$ cat config.mk
export PLATFORM = sky130hd
export DESIGN_NAME = msc_regs
export DESIGN_NICKNAME = d
export VERILOG_FILES = /design/src/msc_pkg.sv /design/src/msc_regs.sv /design/src/msc_serial_slave.sv
export SDC_FILE = /design/constraint.sdc
export NUM_CORES = 1
export LEC_CHECK = 0
export ABC_AREA = 1
export BUFFER_PORTS_ARGS = -buffer_cell sky130_fd_sc_hd__buf_2
export CORE_ASPECT_RATIO = 0.9
export CORE_MARGIN = 1
export CORE_UTILIZATION = 62
export DETAILED_ROUTE_END_ITERATION = 16
export MAX_ROUTING_LAYER = met4
export PLACE_DENSITY = 0.88
export SYNTH_ARGS = -nofsm -noshare
export SYNTH_HDL_FRONTEND = slang
export SYNTH_SLANG_ARGS = --single-unit
$ cat constraint.sdc
create_clock -name core_clk -period 2.75 [get_ports core_clk]
set_clock_uncertainty 0.05 [all_clocks]
set_input_delay 0.4125 -clock core_clk [delete_from_list [all_inputs] [get_ports core_clk]]
set_output_delay 0.4125 -clock core_clk [all_outputs]
set_load 0.005 [all_outputs]
$ cat src/msc_pkg.sv
package msc_pkg;
   // register indices on the serial bus (7-bit address)
   localparam logic [6:0] MSC_ADDR_MODE = 7'h01;
   localparam logic [6:0] MSC_ADDR_HW = 7'h02;
   // field positions, mode/supply register
   localparam int MSC_MODE_HI = 7;
   localparam int MSC_MODE_LO = 6;
   localparam int MSC_V3_ON = 5;
   localparam int MSC_V2_HI = 4;
   localparam int MSC_V2_LO = 3;
   localparam int MSC_OV_REACT = 2;
   // field positions, hardware config register
   localparam int MSC_HW_V3_VSEL = 7;
   localparam int MSC_HW_SR_SUP = 6;
   localparam int MSC_HW_FO_FORCE = 5;
   localparam int MSC_HW_UV_KEEP = 4;
   localparam int MSC_HW_LS = 3;
   localparam int MSC_HW_RSVD = 2;
   localparam int MSC_HW_LS_STP = 1;
   localparam int MSC_HW_WD_CFG = 0;
   // reset values and masks
   localparam logic [7:0] MSC_MODE_RST = 8'h00;
   localparam logic [7:0] MSC_HW_RST = 8'h00;
   localparam logic [7:0] MSC_HW_KEEP_SOFT = 8'h88;
   localparam logic [7:0] MSC_HW_WMASK = 8'hFB;
   // command frame
   localparam int MSC_FRAME_BITS = 16;
   localparam int MSC_WR_BIT = 7;
   // mode encodings
   typedef enum logic [1:0] {
      MSC_MODE_NORMAL = 2'h0,
      MSC_MODE_SLEEP = 2'h1,
      MSC_MODE_STOP = 2'h2,
      MSC_MODE_SOFTRST = 2'h3
   } msc_mode_e;
   localparam logic [1:0] MSC_V2_OFF = 2'h0;
endpackage

$ cat src/msc_regs.sv
`timescale 1ns/1ps
module msc_regs (
   input wire logic core_clk,
   input wire logic rst_b,
   input wire logic sclk,
   input wire logic csn_b,
   input wire logic sdi,
   output logic sdo,
   output logic sdo_oe,
   input wire logic restart_entry,
   input wire logic overtemp_event,
   input wire logic main_overvoltage,
   input wire logic failure_event,
   input wire logic failure_flag_clear,
   output logic [1:0] mode_request,
   output logic soft_reset_pulse,
   output logic reset_output_pin,
   output logic third_regulator_enable,
   output logic [1:0] second_regulator_mode,
   output logic main_overvoltage_flag,
   output logic overvoltage_restart_req,
   output logic [1:0] main_reset_threshold_sel,
   output logic third_regulator_voltage_sel,
   output logic failure_output_pins,
   output logic third_reg_undervolt_keep,
   output logic third_reg_load_share,
   output logic load_share_stop_enable,
   output logic wd_first_fail_cfg
);
   import msc_pkg::*;
   logic [6:0] addr;
   logic cmd_write, frame_done, addr_valid;
   logic [7:0] wr_data, rd_data;
   logic [7:0] mode_reg, next_mode_reg;
   logic [7:0] hw_reg, next_hw_reg;
   logic ov_flag, next_ov_flag;
   logic fail_latch, next_fail_latch;
   logic soft_rst, next_soft_rst;
   logic ro_out, next_ro_out;

   msc_serial_slave u_slave (
      .core_clk(core_clk),
      .rst_b(rst_b),
      .sclk(sclk),
      .csn_b(csn_b),
      .sdi(sdi),
      .rd_data(rd_data),
      .sdo(sdo),
      .sdo_oe(sdo_oe),
      .addr(addr),
      .cmd_write(cmd_write),
      .wr_data(wr_data),
      .frame_done(frame_done),
      .addr_valid(addr_valid)
   );

   // read mux; sampled at address time so a write shows the old value
   always_comb begin
      unique case (addr)
         MSC_ADDR_MODE: rd_data = mode_reg;
         MSC_ADDR_HW: rd_data = hw_reg & MSC_HW_WMASK;
         default: rd_data = 8'h00;
      endcase
   end

   // register updates: serial writes, then hardware overrides
   always_comb begin
      next_mode_reg = mode_reg;
      next_hw_reg = hw_reg;
      next_soft_rst = 1'b0;
      if (frame_done && cmd_write && addr == MSC_ADDR_MODE) begin
         next_mode_reg = wr_data;
         // stop to sleep is refused, mode kept
         if (mode_reg[MSC_MODE_HI:MSC_MODE_LO] == MSC_MODE_STOP
               && wr_data[MSC_MODE_HI:MSC_MODE_LO] == MSC_MODE_SLEEP) begin
            next_mode_reg[MSC_MODE_HI:MSC_MODE_LO] = MSC_MODE_STOP;
         end
         if (wr_data[MSC_MODE_HI:MSC_MODE_LO] == MSC_MODE_SOFTRST) begin
            next_soft_rst = 1'b1;
         end
      end
      if (frame_done && cmd_write && addr == MSC_ADDR_HW) begin
         next_hw_reg = wr_data & MSC_HW_WMASK;
      end
      // soft reset: clear all but voltage select and load share
      if (soft_rst) begin
         next_mode_reg = MSC_MODE_RST;
         next_hw_reg = hw_reg & MSC_HW_KEEP_SOFT;
      end
      if (overtemp_event) begin
         next_mode_reg[MSC_V2_HI:MSC_V2_LO] = MSC_V2_OFF;
      end
      if (restart_entry) begin
         next_mode_reg[MSC_MODE_HI:MSC_MODE_LO] = MSC_MODE_NORMAL;
         next_mode_reg[MSC_V2_HI:MSC_V2_LO] = MSC_V2_OFF;
         next_hw_reg[MSC_HW_FO_FORCE] = 1'b0;
      end
   end

   // status and pin logic; event set wins over clear
   always_comb begin
      next_ov_flag = ov_flag | main_overvoltage;
      next_fail_latch = fail_latch;
      if (failure_flag_clear) begin
         next_fail_latch = 1'b0;
      end
      if (failure_event) begin
         next_fail_latch = 1'b1;
      end
      // reset output pulled low during soft reset unless suppressed
      next_ro_out = ~(soft_rst & ~hw_reg[MSC_HW_SR_SUP]);
   end

   always_ff @(posedge core_clk) begin
      if (!rst_b) begin
         mode_reg <= MSC_MODE_RST;
         hw_reg <= MSC_HW_RST;
         ov_flag <= 1'b0;
         fail_latch <= 1'b0;
         soft_rst <= 1'b0;
         ro_out <= 1'b1;
      end else begin
         mode_reg <= next_mode_reg;
         hw_reg <= next_hw_reg;
         ov_flag <= next_ov_flag;
         fail_latch <= next_fail_latch;
         soft_rst <= next_soft_rst;
         ro_out <= next_ro_out;
      end
   end

   // registered field outputs
   always_ff @(posedge core_clk) begin
      if (!rst_b) begin
         mode_request <= 2'h0;
         soft_reset_pulse <= 1'b0;
         reset_output_pin <= 1'b1;
         third_regulator_enable <= 1'b0;
         second_regulator_mode <= 2'h0;
         main_overvoltage_flag <= 1'b0;
         overvoltage_restart_req <= 1'b0;
         main_reset_threshold_sel <= 2'h0;
         third_regulator_voltage_sel <= 1'b0;
         failure_output_pins <= 1'b0;
         third_reg_undervolt_keep <= 1'b0;
         third_reg_load_share <= 1'b0;
         load_share_stop_enable <= 1'b0;
         wd_first_fail_cfg <= 1'b0;
      end else begin
         mode_request <= mode_reg[MSC_MODE_HI:MSC_MODE_LO];
         soft_reset_pulse <= soft_rst;
         reset_output_pin <= ro_out;
         third_regulator_enable <= mode_reg[MSC_V3_ON];
         second_regulator_mode <= mode_reg[MSC_V2_HI:MSC_V2_LO];
         main_overvoltage_flag <= ov_flag;
         overvoltage_restart_req <= main_overvoltage & mode_reg[MSC_OV_REACT];
         main_reset_threshold_sel <= mode_reg[1:0];
         third_regulator_voltage_sel <= hw_reg[MSC_HW_V3_VSEL];
         failure_output_pins <= hw_reg[MSC_HW_FO_FORCE] | fail_latch;
         third_reg_undervolt_keep <= hw_reg[MSC_HW_UV_KEEP];
         third_reg_load_share <= hw_reg[MSC_HW_LS];
         load_share_stop_enable <= hw_reg[MSC_HW_LS_STP];
         wd_first_fail_cfg <= hw_reg[MSC_HW_WD_CFG];
      end
   end

   // checks
   stop_sleep_a: assert property (@(posedge core_clk) disable iff (!rst_b)
      mode_reg[7:6] == 2'h2 && !restart_entry && !soft_rst |=> mode_reg[7:6] != 2'h1)
      else $error("stop went to sleep");
   restart_mode_a: assert property (@(posedge core_clk) disable iff (!rst_b)
      restart_entry |=> mode_reg[7:6] == 2'h0 ##1 mode_request == 2'h0)
      else $error("restart did not set normal");
   v2_off_a: assert property (@(posedge core_clk) disable iff (!rst_b)
      restart_entry || overtemp_event |=> ##1 second_regulator_mode == 2'h0)
      else $error("second regulator not off");
   rsvd_zero_a: assert property (@(posedge core_clk) disable iff (!rst_b)
      hw_reg[2] == 1'b0)
      else $error("reserved bit set");
   soft_keep_a: assert property (@(posedge core_clk) disable iff (!rst_b)
      soft_rst && !restart_entry |=> hw_reg == ($past(hw_reg) & 8'h88))
      else $error("soft reset config wrong");
   ro_low_a: assert property (@(posedge core_clk) disable iff (!rst_b)
      soft_rst && !hw_reg[6] |=> ##1 !reset_output_pin)
      else $error("reset output not pulled");
   fo_clear_a: assert property (@(posedge core_clk) disable iff (!rst_b)
      restart_entry |=> !hw_reg[5])
      else $error("force bit not cleared");
   fail_hold_a: assert property (@(posedge core_clk) disable iff (!rst_b)
      failure_event |=> ##1 failure_output_pins)
      else $error("failure output not active");
   ov_req_a: assert property (@(posedge core_clk) disable iff (!rst_b)
      main_overvoltage && !mode_reg[2] |=> !overvoltage_restart_req)
      else $error("overvoltage restart while disabled");
   wr_mode_c: cover property (@(posedge core_clk) frame_done && cmd_write && addr == 7'h01);
   wr_hw_c: cover property (@(posedge core_clk) frame_done && cmd_write && addr == 7'h02);
   soft_c: cover property (@(posedge core_clk) soft_rst);
   rd_c: cover property (@(posedge core_clk) frame_done && !cmd_write);
endmodule

$ cat src/msc_serial_slave.sv
`timescale 1ns/1ps
// 16-bit shift slave: sclk and csn sampled by core_clk, data on rising edge,
// output shifted on falling edge, msb first
module msc_serial_slave (
   input wire logic core_clk,
   input wire logic rst_b,
   input wire logic sclk,
   input wire logic csn_b,
   input wire logic sdi,
   input wire logic [7:0] rd_data,
   output logic sdo,
   output logic sdo_oe,
   output logic [6:0] addr,
   output logic cmd_write,
   output logic [7:0] wr_data,
   output logic frame_done,
   output logic addr_valid
);
   import msc_pkg::*;
   logic [2:0] s1, s2;
   logic sclk_q, csn_q;
   logic [15:0] shreg, next_shreg;
   logic [4:0] cnt, next_cnt;
   logic [7:0] tx, next_tx;
   logic next_sdo, next_done, next_av;
   logic [6:0] next_addr;
   logic next_wr;
   logic load_q, next_load;
   wire rise = s2[0] & ~sclk_q;
   wire fall = ~s2[0] & sclk_q;
   // two-flop synchronisers, first stage read only by second
   always_ff @(posedge core_clk) begin
      if (!rst_b) begin
         s1 <= 3'h2;
         s2 <= 3'h2;
      end else begin
         s1 <= {sdi, csn_b, sclk};
         s2 <= s1;
      end
   end
   // shift and count; answer byte loaded once address is known
   always_comb begin
      next_shreg = shreg;
      next_cnt = cnt;
      next_tx = tx;
      next_sdo = sdo;
      next_done = 1'b0;
      next_av = addr_valid;
      next_addr = addr;
      next_wr = cmd_write;
      if (s2[1]) begin
         next_cnt = 5'h00;
         next_av = 1'b0;
         if (!csn_q && cnt == 5'(MSC_FRAME_BITS)) begin
            next_done = 1'b1;
         end
      end else if (rise && cnt < 5'(MSC_FRAME_BITS)) begin
         next_shreg = {shreg[14:0], s2[2]};
         next_cnt = cnt + 5'h01;
         if (cnt == 5'h07) begin
            next_addr = shreg[6:0];
            next_wr = s2[2];
            next_av = 1'b1;
         end
      end else if (fall && addr_valid && cnt >= 5'h08) begin
         next_sdo = tx[7];
         next_tx = {tx[6:0], 1'b0};
      end
      if (addr_valid && !next_av) begin
         next_sdo = 1'b0;
      end
      // addr port is registered, so the read mux shows the new register a cycle later
      next_load = next_av & ~addr_valid;
      if (load_q) begin
         next_tx = rd_data;
      end
   end
   always_ff @(posedge core_clk) begin
      if (!rst_b) begin
         shreg <= 16'h0000;
         cnt <= 5'h00;
         tx <= 8'h00;
         sdo <= 1'b0;
         frame_done <= 1'b0;
         addr_valid <= 1'b0;
         addr <= 7'h00;
         cmd_write <= 1'b0;
         sclk_q <= 1'b0;
         csn_q <= 1'b1;
         sdo_oe <= 1'b0;
         load_q <= 1'b0;
      end else begin
         shreg <= next_shreg;
         cnt <= next_cnt;
         tx <= next_tx;
         sdo <= next_sdo;
         frame_done <= next_done;
         addr_valid <= next_av;
         addr <= next_addr;
         cmd_write <= next_wr;
         sclk_q <= s2[0];
         csn_q <= s2[1];
         sdo_oe <= ~s2[1];
         load_q <= next_load;
      end
   end
   assign wr_data = shreg[7:0];
endmodule

# [Yosys cells after proc, flatten, opt, wreduce, memory -nomap -nowiden]
# Cells that the tools add are included.
# Widths: inputs -> output; s select.
[word_totals] ff_bits=78 in_bits=10 out_inout_bits=19
[classes] add_sub_neg=1 order_cmp=2 eq_ne=9 muxes=13 bitwise_logic=16 n_reduce_logical=25
[ops] operator="$mux 8" n=4
[ops] operator="$pmux 8 s2" n=1
[ops] operator="$logic_and 1x1->1" n=9
[ops] operator="$not 1->1" n=9
[ops] operator="$reduce_and 3->1" n=3
[ops] operator="$reduce_and 2->1" n=4
[ops] operator="$eq 7x1->1 const B" n=1
[ops] operator="$eq 7x2->1 const B" n=1
[ops] operator="$mux 1" n=7
[ops] operator="$reduce_or 2->1" n=3
[ops] operator="$add 5x1->5 const B" n=1
[ops] operator="$and 1x1->1" n=5
[ops] operator="$eq 5x3->1 const B" n=1
[ops] operator="$eq 5x5->1 const B" n=1
[ops] operator="$ge 5x4->1 const B" n=1
[ops] operator="$lt 5x5->1 const B" n=1
[ops] operator="$eq 2x2->1 const B" n=2
[ops] operator="$reduce_bool 2->1" n=2
[ops] operator="$reduce_or 4->1" n=1
[ops] operator="$reduce_or 3->1" n=1
[ops] operator="$eq 2x1->1 const B" n=1
[ops] operator="$logic_not 1->1" n=2
[ops] operator="$mux 2" n=1
[ops] operator="$ne 2x1->1 const B" n=1
[ops] operator="other kinds (2)" n=3

# [Depth between registers and ports, before layout]
# Gate-level depths: netlist of the first run.
[depth] word_depth=8 depth_mapped=9 ltp_nobuf=8

# [Hierarchy]
# A second synthesis of the first run with hierarchy kept.
[unflattened] hier_cells=429 area_unflattened_um2=3168.0
[by_module_without_submodules] mod="msc_serial_slave" n_inst=1 cells_per_inst=230 area_each_um2=1712.9 seq_area_each_um2=840.8
[by_module_without_submodules] mod="msc_regs" n_inst=1 cells_per_inst=199 area_each_um2=1455.1 seq_area_each_um2=720.7

# [Least setup slack after synthesis of the first run]
# OpenSTA, ideal clock, no wires.
[synth_timing] path_kind="input to register" from="input port rst_b" to="register mode_reg[3]" setup_time_ps=70 t_arrival_ps=1110 required_ps=2630 slack_ps=1520 stages=6 n_path_buf=1 cell_sequence="buf_2 > nand2_2 > nor2_1 > inv_1 > or2_1 > a21oi_1"
[synth_via] elab_chain_len=2
[synth_lines] element="start: declaration" line="msc_regs.sv:4" text="input wire logic rst_b,"
[synth_lines] element="$not 1->1 (no source line)"
[synth_lines] element="$reduce_or 4->1 (no source line)"
[synth_lines] element="end signal: assignment" line="msc_regs.sv:123" text="mode_reg <= next_mode_reg;"
[synth_lines] element="end: declaration" line="msc_regs.sv:34" text="logic [7:0] mode_reg, next_mode_reg;"
# Every way passes these cells.
# A chain may end at the register's enable or synchronous reset.

# [Worst setup path in the final report of the first run]
[layout_timing] from="register u_slave.load_q" to="register u_slave.tx[2]"
[layout_via] elab_chain_len=2 word_cells_on_any_way=5
[layout_lines] element="start: declaration" line="msc_serial_slave.sv:28" text="logic load_q, next_load;"
[layout_lines] element="start signal: assignment" line="msc_serial_slave.sv:104" text="load_q <= next_load;"
[layout_lines] element="$ne 2x2->1 (no source line), or another cell as far along"
[layout_lines] element="$reduce_and 3->1 (no source line)"
[layout_lines] element="end signal: assignment" line="msc_serial_slave.sv:95" text="tx <= next_tx;"
[layout_lines] element="end: declaration" line="msc_serial_slave.sv:24" text="logic [7:0] tx, next_tx;"
# Parallel ways exist; a longest one is shown, timed or not.

==> results_dict.tcl, run 1 <==
set metrics [dict create \
    status "finished clean" \
    grt_setup_unrepaired "false" \
    synth_area_mm2 0.00300 \
    ys_warn_count 0 \
    grt_usage 0.288 \
    criticalPathCategory "flop to flop" \
    drive_gt1_frac 0.167 \
    fin_crit_ns 1.61 \
    final_cells 475 \
    crit_fanout 15 \
    drcViolationCount 0 \
    clkTransAtPathRegs_ns 0.08 \
    postCtsSetupRepairBufs 0 \
    pwr-share-clk 0.385 \
    hpwlAfterDp_mm 4.41 \
    setup_viol 0 \
    dieArea_mm2 0.00512 \
    cts_sinks 78 \
    antenna_cells 0 \
    reg2reg_setup_slack_ns 1.14 \
    netlist_instances 378 \
    initial_core_util 0.660 \
    ant_nets 0 \
    utilization 0.733 \
    avgRoutedWirePerCell_um 13.1 \
    max_freq_ghz 0.620 \
    gp_congestion 0.901 \
    ys_async_sr_fraction 0 \
    grt_max_degree 34 \
    p_per_area_mw_per_mm2 583 \
    whs_ns 0.189 \
    holdBufCountCts 0 \
    die_x_um 75.3 \
    relSlewSlack 0.642 \
    worstReg2RegEnd "u_slave.tx[2]" \
    dr.pass1.iters 5 \
    nets 420 \
    hold_viol_final 0 \
    post_cts_resized 0 \
    seqPwrFrac 0.590 \
    cts_buffers 9 \
    worstRegToRegCells 4 \
    grt.overflow.total 0 \
    grt_pass1_wl_mm 10.2 \
    finalWirelength_mm 6.22 \
    holdPathEnd "u_slave.s1[2]" \
    worst_pin_slew_ns 0.536 \
    swShare 0.222 \
    hold_path_class "input port to flop" \
    synth_cell_type_count 29 \
    num_vias 2506 \
    worstHoldStart "sdi" \
    synth_ff_type "dfxtp_1" \
    whs_path_depth 3 \
    core_mm2 0.00455 \
    drt_iter0_drc 257 \
    synth.avg_cell_area_um2 7.93 \
    r2r_start "u_slave.load_q" \
    synth-edff-count 0 \
    post-place-ws_ns 1.19 \
    final.setup.worst_slack_ns 1.14 \
    h-tree-depth 3 \
    crit_arrival_ns 1.86 \
    cap_violations 0 \
    start_kind "flop" \
    cts_tree "done" \
    vdd.ir_drop.worst_mv 0.428 \
    via_per_inst 5.28 \
    grt_antenna_before_repair 0 \
    pwr-share-comb 0.024 \
    final_max_slew_viol_count 0 \
    worst_setup_path_end_kind "flop" \
    ios 29 \
    synth-seq-area-share 0.521 \
    yosys_register_bits 78 \
    crit_required_ns 2.99 \
    leakage_uw 0.00163 \
    die_y_um 68.0 \
    port_buffers 28 \
    p_int_uw 1510 \
    rows 23 \
    crit_path_start "u_slave.load_q" \
    insertion_delay_ns 0.36 \
    syn_nets 390 \
    clockBufferDepth 2 \
    finalSetupTns_ns 0 \
    syn2layout_area_growth_pct 11.1 \
    grt_pass1_vias 2178 \
    cts_root_buf "clkbuf_8" \
    period_share 0.587 \
    netSwitchingPower_uw 431 \
    dp.cells 459 \
]
==> cells in the final DEF, fill, tap and decap left out <==
cell type	Yosys	final
a21oi_1	29	29
a31oi_1	1	1
buf_2	6	28
buf_4	0	1
clkbuf_1	2	3
clkbuf_8	0	10
clkinv_1	1	1
clkinv_2	0	2
dfxtp_1	78	78
ha_1	2	2
inv_1	47	47
inv_2	2	2
inv_6	0	1
nand2_1	80	80
nand2_2	7	7
nand2_4	3	3
nand3_1	23	23
nand3_2	1	1
nand3b_4	1	1
nand4_1	7	7
nor2_1	45	45
nor2_2	3	3
nor2_4	2	2
nor2_8	2	2
nor3_1	2	2
nor3_4	1	1
nor4_1	1	1
nor4_2	1	1
o21ai_0	16	16
o21ai_1	8	8
or2_1	1	1
or2_2	4	4
==> metrics by stage <==
step,cell area (um^2),power [uW]
CTS,3330,1950
detailed placement,3160,1220
finish,3330,1940
global placement,3160,1220
floorplan,3000,1200
global route,3330,2000
==> cell usage after synthesis (3+ instances only) <==
cell type | instances | area, um^2
nand2_4 | 3 | 33.8
nand4_1 | 7 | 43.8
buf_2 | 6 | 30.0
nor2_2 | 3 | 18.8
inv_1 | 47 | 176
nand2_1 | 80 | 300
a21oi_1 | 29 | 145
o21ai_0 | 16 | 80.1
or2_2 | 4 | 25.0
dfxtp_1 | 78 | 1560
nor2_1 | 45 | 169
o21ai_1 | 8 | 40.0
nand3_1 | 23 | 115
nand2_2 | 7 | 43.8
==> cell type report <==
class	count	area [um^2]
Clock inverter	3	18.8
Clock buffer	13	149
Fill cell	365	1210
Multi-Input combinational cell	240	1190
Sequential cell	78	1560
Tap cell	62	77.6
Inverter	50	188
Timing Repair Buffer	29	148
==> per-layer routing <==
metal  vias up  routed length, um  part of all wire  track usage
met1      1137               2780              0.45        0.363
li1       1253                  -                 -            -
met2        98               2830              0.45        0.423
met5         -                  0                 0            -
met3        18                442             0.071       0.0884
met4         0                171             0.027        0.132
==> worst max-delay path by stage <==
stage | endpoint | slack (ns)
after floorplan | mode_reg[3] | 1.52
after CTS | u_slave.tx[2] | 1.18
after detailed placement | u_slave.cnt[3] | 1.19
after global routing | u_slave.tx[1] | 0.95
after global placement | u_slave.cnt[0] | 1.28
final | u_slave.tx[2] | 1.14
==> kinds of logic (layout without fill, tap and decap cells) <==
kind of cell | after synthesis | in the layout | synth area share
AOI/OAI and AO/OA | 54 | 54 | 0.0905
and+or+nand+nor | 184 | 184 | 0.298
buffers and inverters | 60 | 95 | 0.0826
DFF | 78 | 78 | 0.521
adders and majority gates | 2 | 2 | 0.00834
==> critical path, stage by stage, from the launching register on <==
cell and delay, ns:
dfxtp_1 0.62, inv_1 0.35, nor3_1 0.34, a21oi_1 0.11
nor2_1 0.09
==> power groups by stage <==
stage	Clock, uW	Sequential [uW]	Combinational, uW
6_report	747	1150	47.4
5_1_grt	802	1150	53.7
4_1_cts	760	1150	47.3
3_5_place_dp	0	1170	47.0
3_3_place_gp	0	1170	45.9
2_1_floorplan	0	1170	32.5
Note: power is estimated with default switching activity, not from simulation.
==> run 2, diff against run 1 <==
ABC_AREA = 0   (was 1)
CORE_UTILIZATION = 57   (was 62)
PLACE_DENSITY = 0.82   (was 0.88)
clock period = 1.7 ns   (was 2.75 ns; I/O delays follow)
==> run 2 against run 1 <==
Against the previous run:
- the run now ends with negative setup slack left
- highest routed layer unchanged
- clock-buffer cell count fell by 1
- combinational power is 67% higher
- clock power rose by 89%
- power up 72%
- worst hold slack got worse by 0.14 ns
- final cell count down 17%
==> results_dict.tcl, run 2 <==
set metrics [dict create \
    clockBufferDepth 2 \
    synth.avg_cell_area_um2 10.2 \
    violations "negative setup slack" \
    final_max_slew_viol_count 0 \
    num_vias 2142 \
    setup_viol 1 \
    synth-seq-area-share 0.549 \
    nets 339 \
    relSlewSlack 0.754 \
    cts_buffers 9 \
    slowest_delay_ns 0.56 \
    holdBufCountCts 0 \
    synth_top_area_frac 0.549 \
    via_per_inst 5.45 \
    syn_nets 292 \
    initial_core_util 0.614 \
    final_common_cell "dfxtp_1" \
    synth_area_leaders "dfxtp_1, mux2i_1, nor2_1" \
    slowest_stage "or4b_4" \
    crit_required_ns 1.94 \
    hpwlAfterDp_mm 4.04 \
    h-tree-depth 3 \
    drcViolationCount 0 \
    cts_tree "done" \
    drt_iter0_drc 100 \
    clkTransAtPathRegs_ns 0.07 \
    cap_violations 0 \
    grt.overflow.total 0 \
    synth_cell_type_count 41 \
    crit_arrival_ns 1.95 \
    p_total_uw 3340 \
    criticalPathCategory "flop to flop" \
    avgRoutedWirePerCell_um 15.5 \
    die_y_um 69.0 \
    period_share 1.01 \
    yosys_register_bits 78 \
    status "finished, violations left" \
    netlist_instances 280 \
    hold_viol_final 0 \
    synth_ff_type "dfxtp_1" \
    synth_area_mm2 0.00284 \
    utilization 0.738 \
    ys_async_sr_fraction 0 \
    gp_congestion 0.864 \
    mostFrequentLayoutCells "dfxtp_1, nor2_1, buf_2, mux2i_1, nand2_1" \
    final_cell_area_mm2 0.00342 \
    synth-edff-count 0 \
    insertion_delay_ns 0.35 \
    leakage_uw 0.00140 \
    core_mm2 0.00463 \
    whs_ns 0.0452 \
    grt_antenna_before_repair 0 \
    grt_setup_unrepaired "true" \
    yosysMostFrequentCell "dfxtp_1" \
    antenna_cells 0 \
    grt_pass1_wl_mm 9.34 \
    worst_pin_slew_ns 0.364 \
    cts_root_buf "clkbuf_8" \
    grt_usage 0.249 \
    finalWirelength_mm 6.08 \
    p_per_area_mw_per_mm2 976 \
    worst_setup_path_end_kind "flop" \
    syn2layout_area_growth_pct 20.3 \
    dr.pass1.iters 5 \
    ant_nets 0 \
    synth_largest_area_cell "dfxtp_1" \
    grt_pass1_vias 1925 \
    grt_max_degree 24 \
    hold_path_class "input port to flop" \
    final.setup.worst_slack_ns -0.0132 \
    fin_crit_ns 1.71 \
    dieArea_mm2 0.00527 \
    fillers 317 \
    placed_cell_area_mm2 0.00317 \
    max_freq_ghz 0.584 \
    vdd.ir_drop.worst_mv 0.863 \
    rows 23 \
    ys_warn_count 0 \
    synth_commonest_cells "dfxtp_1, nor2_1, mux2i_1, nand2_1" \
    cts_sinks 78 \
    drive_gt1_frac 0.248 \
    reg2reg_setup_slack_ns -0.01 \
    die_x_um 76.4 \
    start_kind "flop" \
    ios 29 \
    port_buffers 28 \
    crit_path_cell_trace "or4b_4, nor4_4, buf_6, o2bb2ai_1, o311a_1" \
    finalSetupTns_ns -0.0132 \
    crit_fanout 8 \
]
-- run 2: through the flow --
stage	setup WS, ns	instances
6_report	-0.0132	393
5_1_grt	-0.0440	393
4_1_cts	0.00167	392
3_5_place_dp	-0.000494	377
3_3_place_gp	0.0488	377
2_1_floorplan	0.00570	280
-- run 2: worst paths after layout --
kind	from	endpoint	cells past startpoint
setup / recovery	u_slave.addr[4]	u_slave.tx[2]	5
hold / removal	csn_b	u_slave.s1[1]	2
setup reg to reg	u_slave.addr[4]	u_slave.tx[2]	5
hold reg to reg	u_slave.s1[1]	u_slave.s2[1]	1
-- run 2: what timing repair did --
item,4_1_cts,5_1_grt
setup buffers,0,1
gates cloned,0,0
endpoints found under the hold margin,0,0
setup endpoints to repair,1,15
gates resized for setup,1,7
-- run 2: logic make-up (layout without fill, tap and decap cells) --
logic type,Yosys count,after routing,share of synthesized area
compound gates,36,36,0.0792
xor+xnor,3,3,0.00924
fa+ha+maj,2,2,0.00880
buf+inv,22,73,0.0365
flops,78,78,0.549
mux,24,24,0.0845
simple gates,115,115,0.232
-- run 2: where the power goes --
part | internal, uW | switching, uW | total (uW) | leakage, uW
combinational | 33.3 | 45.8 | 79.0 | 0.000664
clock | 788 | 626 | 1410 | 0.000104
sequential | 1840 | 5.49 | 1850 | 0.000631
total | 2660 | 677 | 3340 | 0.00140
-- run 2: cell type report --
cell class | instances | area (um^2) | share of cell area
Clock buffer | 12 | 165 | 0.0483
Sequential cell | 78 | 1560 | 0.457
Timing Repair Buffer | 51 | 342 | 0.0999
Tap cell | 62 | 77.6 | 0.0227
Multi-Input combinational cell | 180 | 1200 | 0.352
Inverter | 7 | 26.3 | 0.00768
Clock inverter | 3 | 42.5 | 0.0124
-- run 2: layer usage --
metal	track usage	vias to the layer above	part of all wire
met5	-	-	0
met4	0.118	0	0.021
met3	0.0803	12	0.063
met2	0.407	68	0.49
met1	0.284	1017	0.43
li1	-	1045	-
-- run 2: critical path, delay by kind of cell (launching register included) --
kind / cells / cell delay [ns]
AOI/OAI and AO/OA: 2 / 0.29
DFF: 1 / 0.34
and+or+nand+nor: 2 / 0.80
buffers and inverters: 1 / 0.17
==> run 3, diff against run 2 <==
MAX_ROUTING_LAYER = not set   (was met4)
==> run 3 against run 2 <==
Against the previous run:
- the run still ends with negative setup slack left
- clock-buffer cell count unchanged
- worst hold slack worse by 0.0061 ns
- via count up 0.19%
- register-to-register slack about the same
- die area unchanged
- non-clock buffer count unchanged
- critical path depth unchanged
- first-iteration DRC count up 36%
- clock power about the same
- power up 0.16%
- combinational power about the same
- final area unchanged
- largest power group unchanged
==> results_dict.tcl, run 3 (same netlist as run 2, synthesis figures left out) <==
set metrics [dict create \
    status "finished, violations left" \
    violations "negative setup slack" \
    max_freq_ghz 0.586 \
    cts_buffers 9 \
    seqPwrFrac 0.552 \
    worstReg2RegEnd "u_slave.tx[2]" \
    worstHoldStart "csn_b" \
    setup_viol 2 \
    criticalPathCategory "flop to flop" \
    worst_pin_slew_ns 0.367 \
    antenna_cells 0 \
    utilization 0.738 \
    p_per_area_mw_per_mm2 978 \
    nets 339 \
    whs_path_depth 2 \
    cts_tree "done" \
    drcViolationCount 0 \
    leakage_uw 0.00140 \
    initial_core_util 0.614 \
    cts_sinks 78 \
    final_cells 393 \
    reg2reg_setup_slack_ns -0.006 \
    crit_fanout 8 \
    syn2layout_area_growth_pct 20.3 \
    grt_pass1_wl_mm 9.32 \
    period_share 1.00 \
    ant_nets 0 \
    pwr-share-comb 0.024 \
    hold_path_class "input port to flop" \
    dieArea_mm2 0.00527 \
    final_common_cell "dfxtp_1" \
    holdPathEnd "u_slave.s1[1]" \
    insertion_delay_ns 0.35 \
    finalWirelength_mm 6.11 \
    placed_cell_area_mm2 0.00317 \
    port_buffers 28 \
    swShare 0.204 \
    p_total_uw 3340 \
    dr.pass1.iters 5 \
    wl_met2_mm 3.01 \
    cap_violations 0 \
    final_max_slew_viol_count 0 \
    num_vias 2146 \
    crit_path_cell_trace "or4b_4, nor4_4, buf_6, o2bb2ai_1, o311a_1" \
    grt.overflow.total 0 \
    clkTransAtPathRegs_ns 0.07 \
    h-tree-depth 3 \
    dr_wl_met3_um 298 \
    slowest_delay_ns 0.56 \
    gp_congestion 0.851 \
    grt_max_degree 24 \
    dp.cells 377 \
    die_x_um 76.4 \
    vdd.ir_drop.worst_mv 0.867 \
    hpwlAfterDp_mm 4.04 \
    ios 29 \
    final_cell_area_mm2 0.00342 \
    worst_setup_path_end_kind "flop" \
    avgRoutedWirePerCell_um 15.5 \
    top_layer "met4" \
    grt_pass1_vias 1930 \
    cts_root_buf "clkbuf_8" \
    whs_ns 0.0391 \
    crit_arrival_ns 1.95 \
    grt_antenna_before_repair 0 \
    core_mm2 0.00463 \
    netSwitchingPower_uw 683 \
    rows 23 \
    drt_iter0_drc 136 \
    mostFrequentLayoutCells "dfxtp_1, nor2_1, buf_2, mux2i_1, nand2_1" \
    drt-met1-wl_mm 2.67 \
    drive_gt1_frac 0.248 \
    relSlewSlack 0.752 \
    worstRegToRegCells 5 \
    final.setup.worst_slack_ns -0.00638 \
    grt_usage 0.243 \
    clockBufferDepth 2 \
    start_kind "flop" \
    fin_crit_ns 1.71 \
    crit_required_ns 1.95 \
    slowest_stage "or4b_4" \
    die_y_um 69.0 \
    pwr-share-clk 0.424 \
    via_per_inst 5.46 \
    hold_viol_final 0 \
    p_int_uw 2660 \
    r2r_start "u_slave.addr[4]" \
    grt_setup_unrepaired "true" \
]
-- run 3: cell counts in the layout (fill, tap and decap cells not counted) --
No cell type changed its count.
-- run 3: metrics by stage --
stage | setup WS [ns] | TNS (ns)
6_report | -0.00638 | -0.0108
5_1_grt | -0.0442 | -0.236
4_1_cts | 0.00167 | 0
3_5_place_dp | -0.000494 | -0.000494
3_3_place_gp | 0.0488 | 0
2_1_floorplan | 0.00570 | 0
-- run 3: worst max-delay path, delay by kind of cell (launching register included) --
kind,cells,cell delay (ns)
and+or+nand+nor,2,0.80
AOI/OAI and AO/OA,2,0.29
buffers and inverters,1,0.17
DFF,1,0.34
-- run 3: power by group through the flow --
| stage | Sequential [uW] | Clock (uW) | Combinational, uW |
|---|---|---|---|
| after CTS | 1850 | 1430 | 78.0 |
| after detailed placement | 1890 | 0 | 77.0 |
| after global routing | 1850 | 1500 | 86.9 |
| final | 1850 | 1420 | 79.3 |
| after floorplan | 1890 | 0 | 39.5 |
| after global placement | 1890 | 0 | 75.5 |
-- run 3: area by class of cell --
cell class,count,area (um^2)
flip-flops and latches,78,1560
fillers,317,1210
multi-input cells,180,1200
repair buffers,51,342
clock buffers,12,165
well taps,62,77.6
clock inverters,3,42.5
inverters,7,26.3
-- run 3: what timing repair did --
action | 4_1_cts | 5_1_grt
endpoints found under the setup margin | 1 | 15
endpoints found under the hold margin | 0 | 0
gates cloned | 0 | 0
hold buffers | 0 | 0
resized for setup | 1 | 7
buffers inserted | 0 | 1
-- run 3: worst max-delay path by stage --
stage	start	to	slack, ns
after global routing	u_slave.cnt[4]	u_slave.tx[1]	-0.04
final	u_slave.addr[4]	u_slave.tx[2]	-0.006
after detailed placement	u_slave.sclk_q	u_slave.addr[4]	-0.0005
after floorplan	u_slave.sclk_q	u_slave.addr[0]	0.006
after global placement	u_slave.sclk_q	u_slave.addr[4]	0.05
after CTS	u_slave.addr[4]	u_slave.tx[2]	0.002
-- run 3: per-layer routing --
metal | GRT usage | vias to the layer above
li1 | - | 1043
met5 | 0 | -
met2 | 0.407 | 61
met4 | 0.111 | 0
met3 | 0.0921 | 12
met1 | 0.284 | 1030
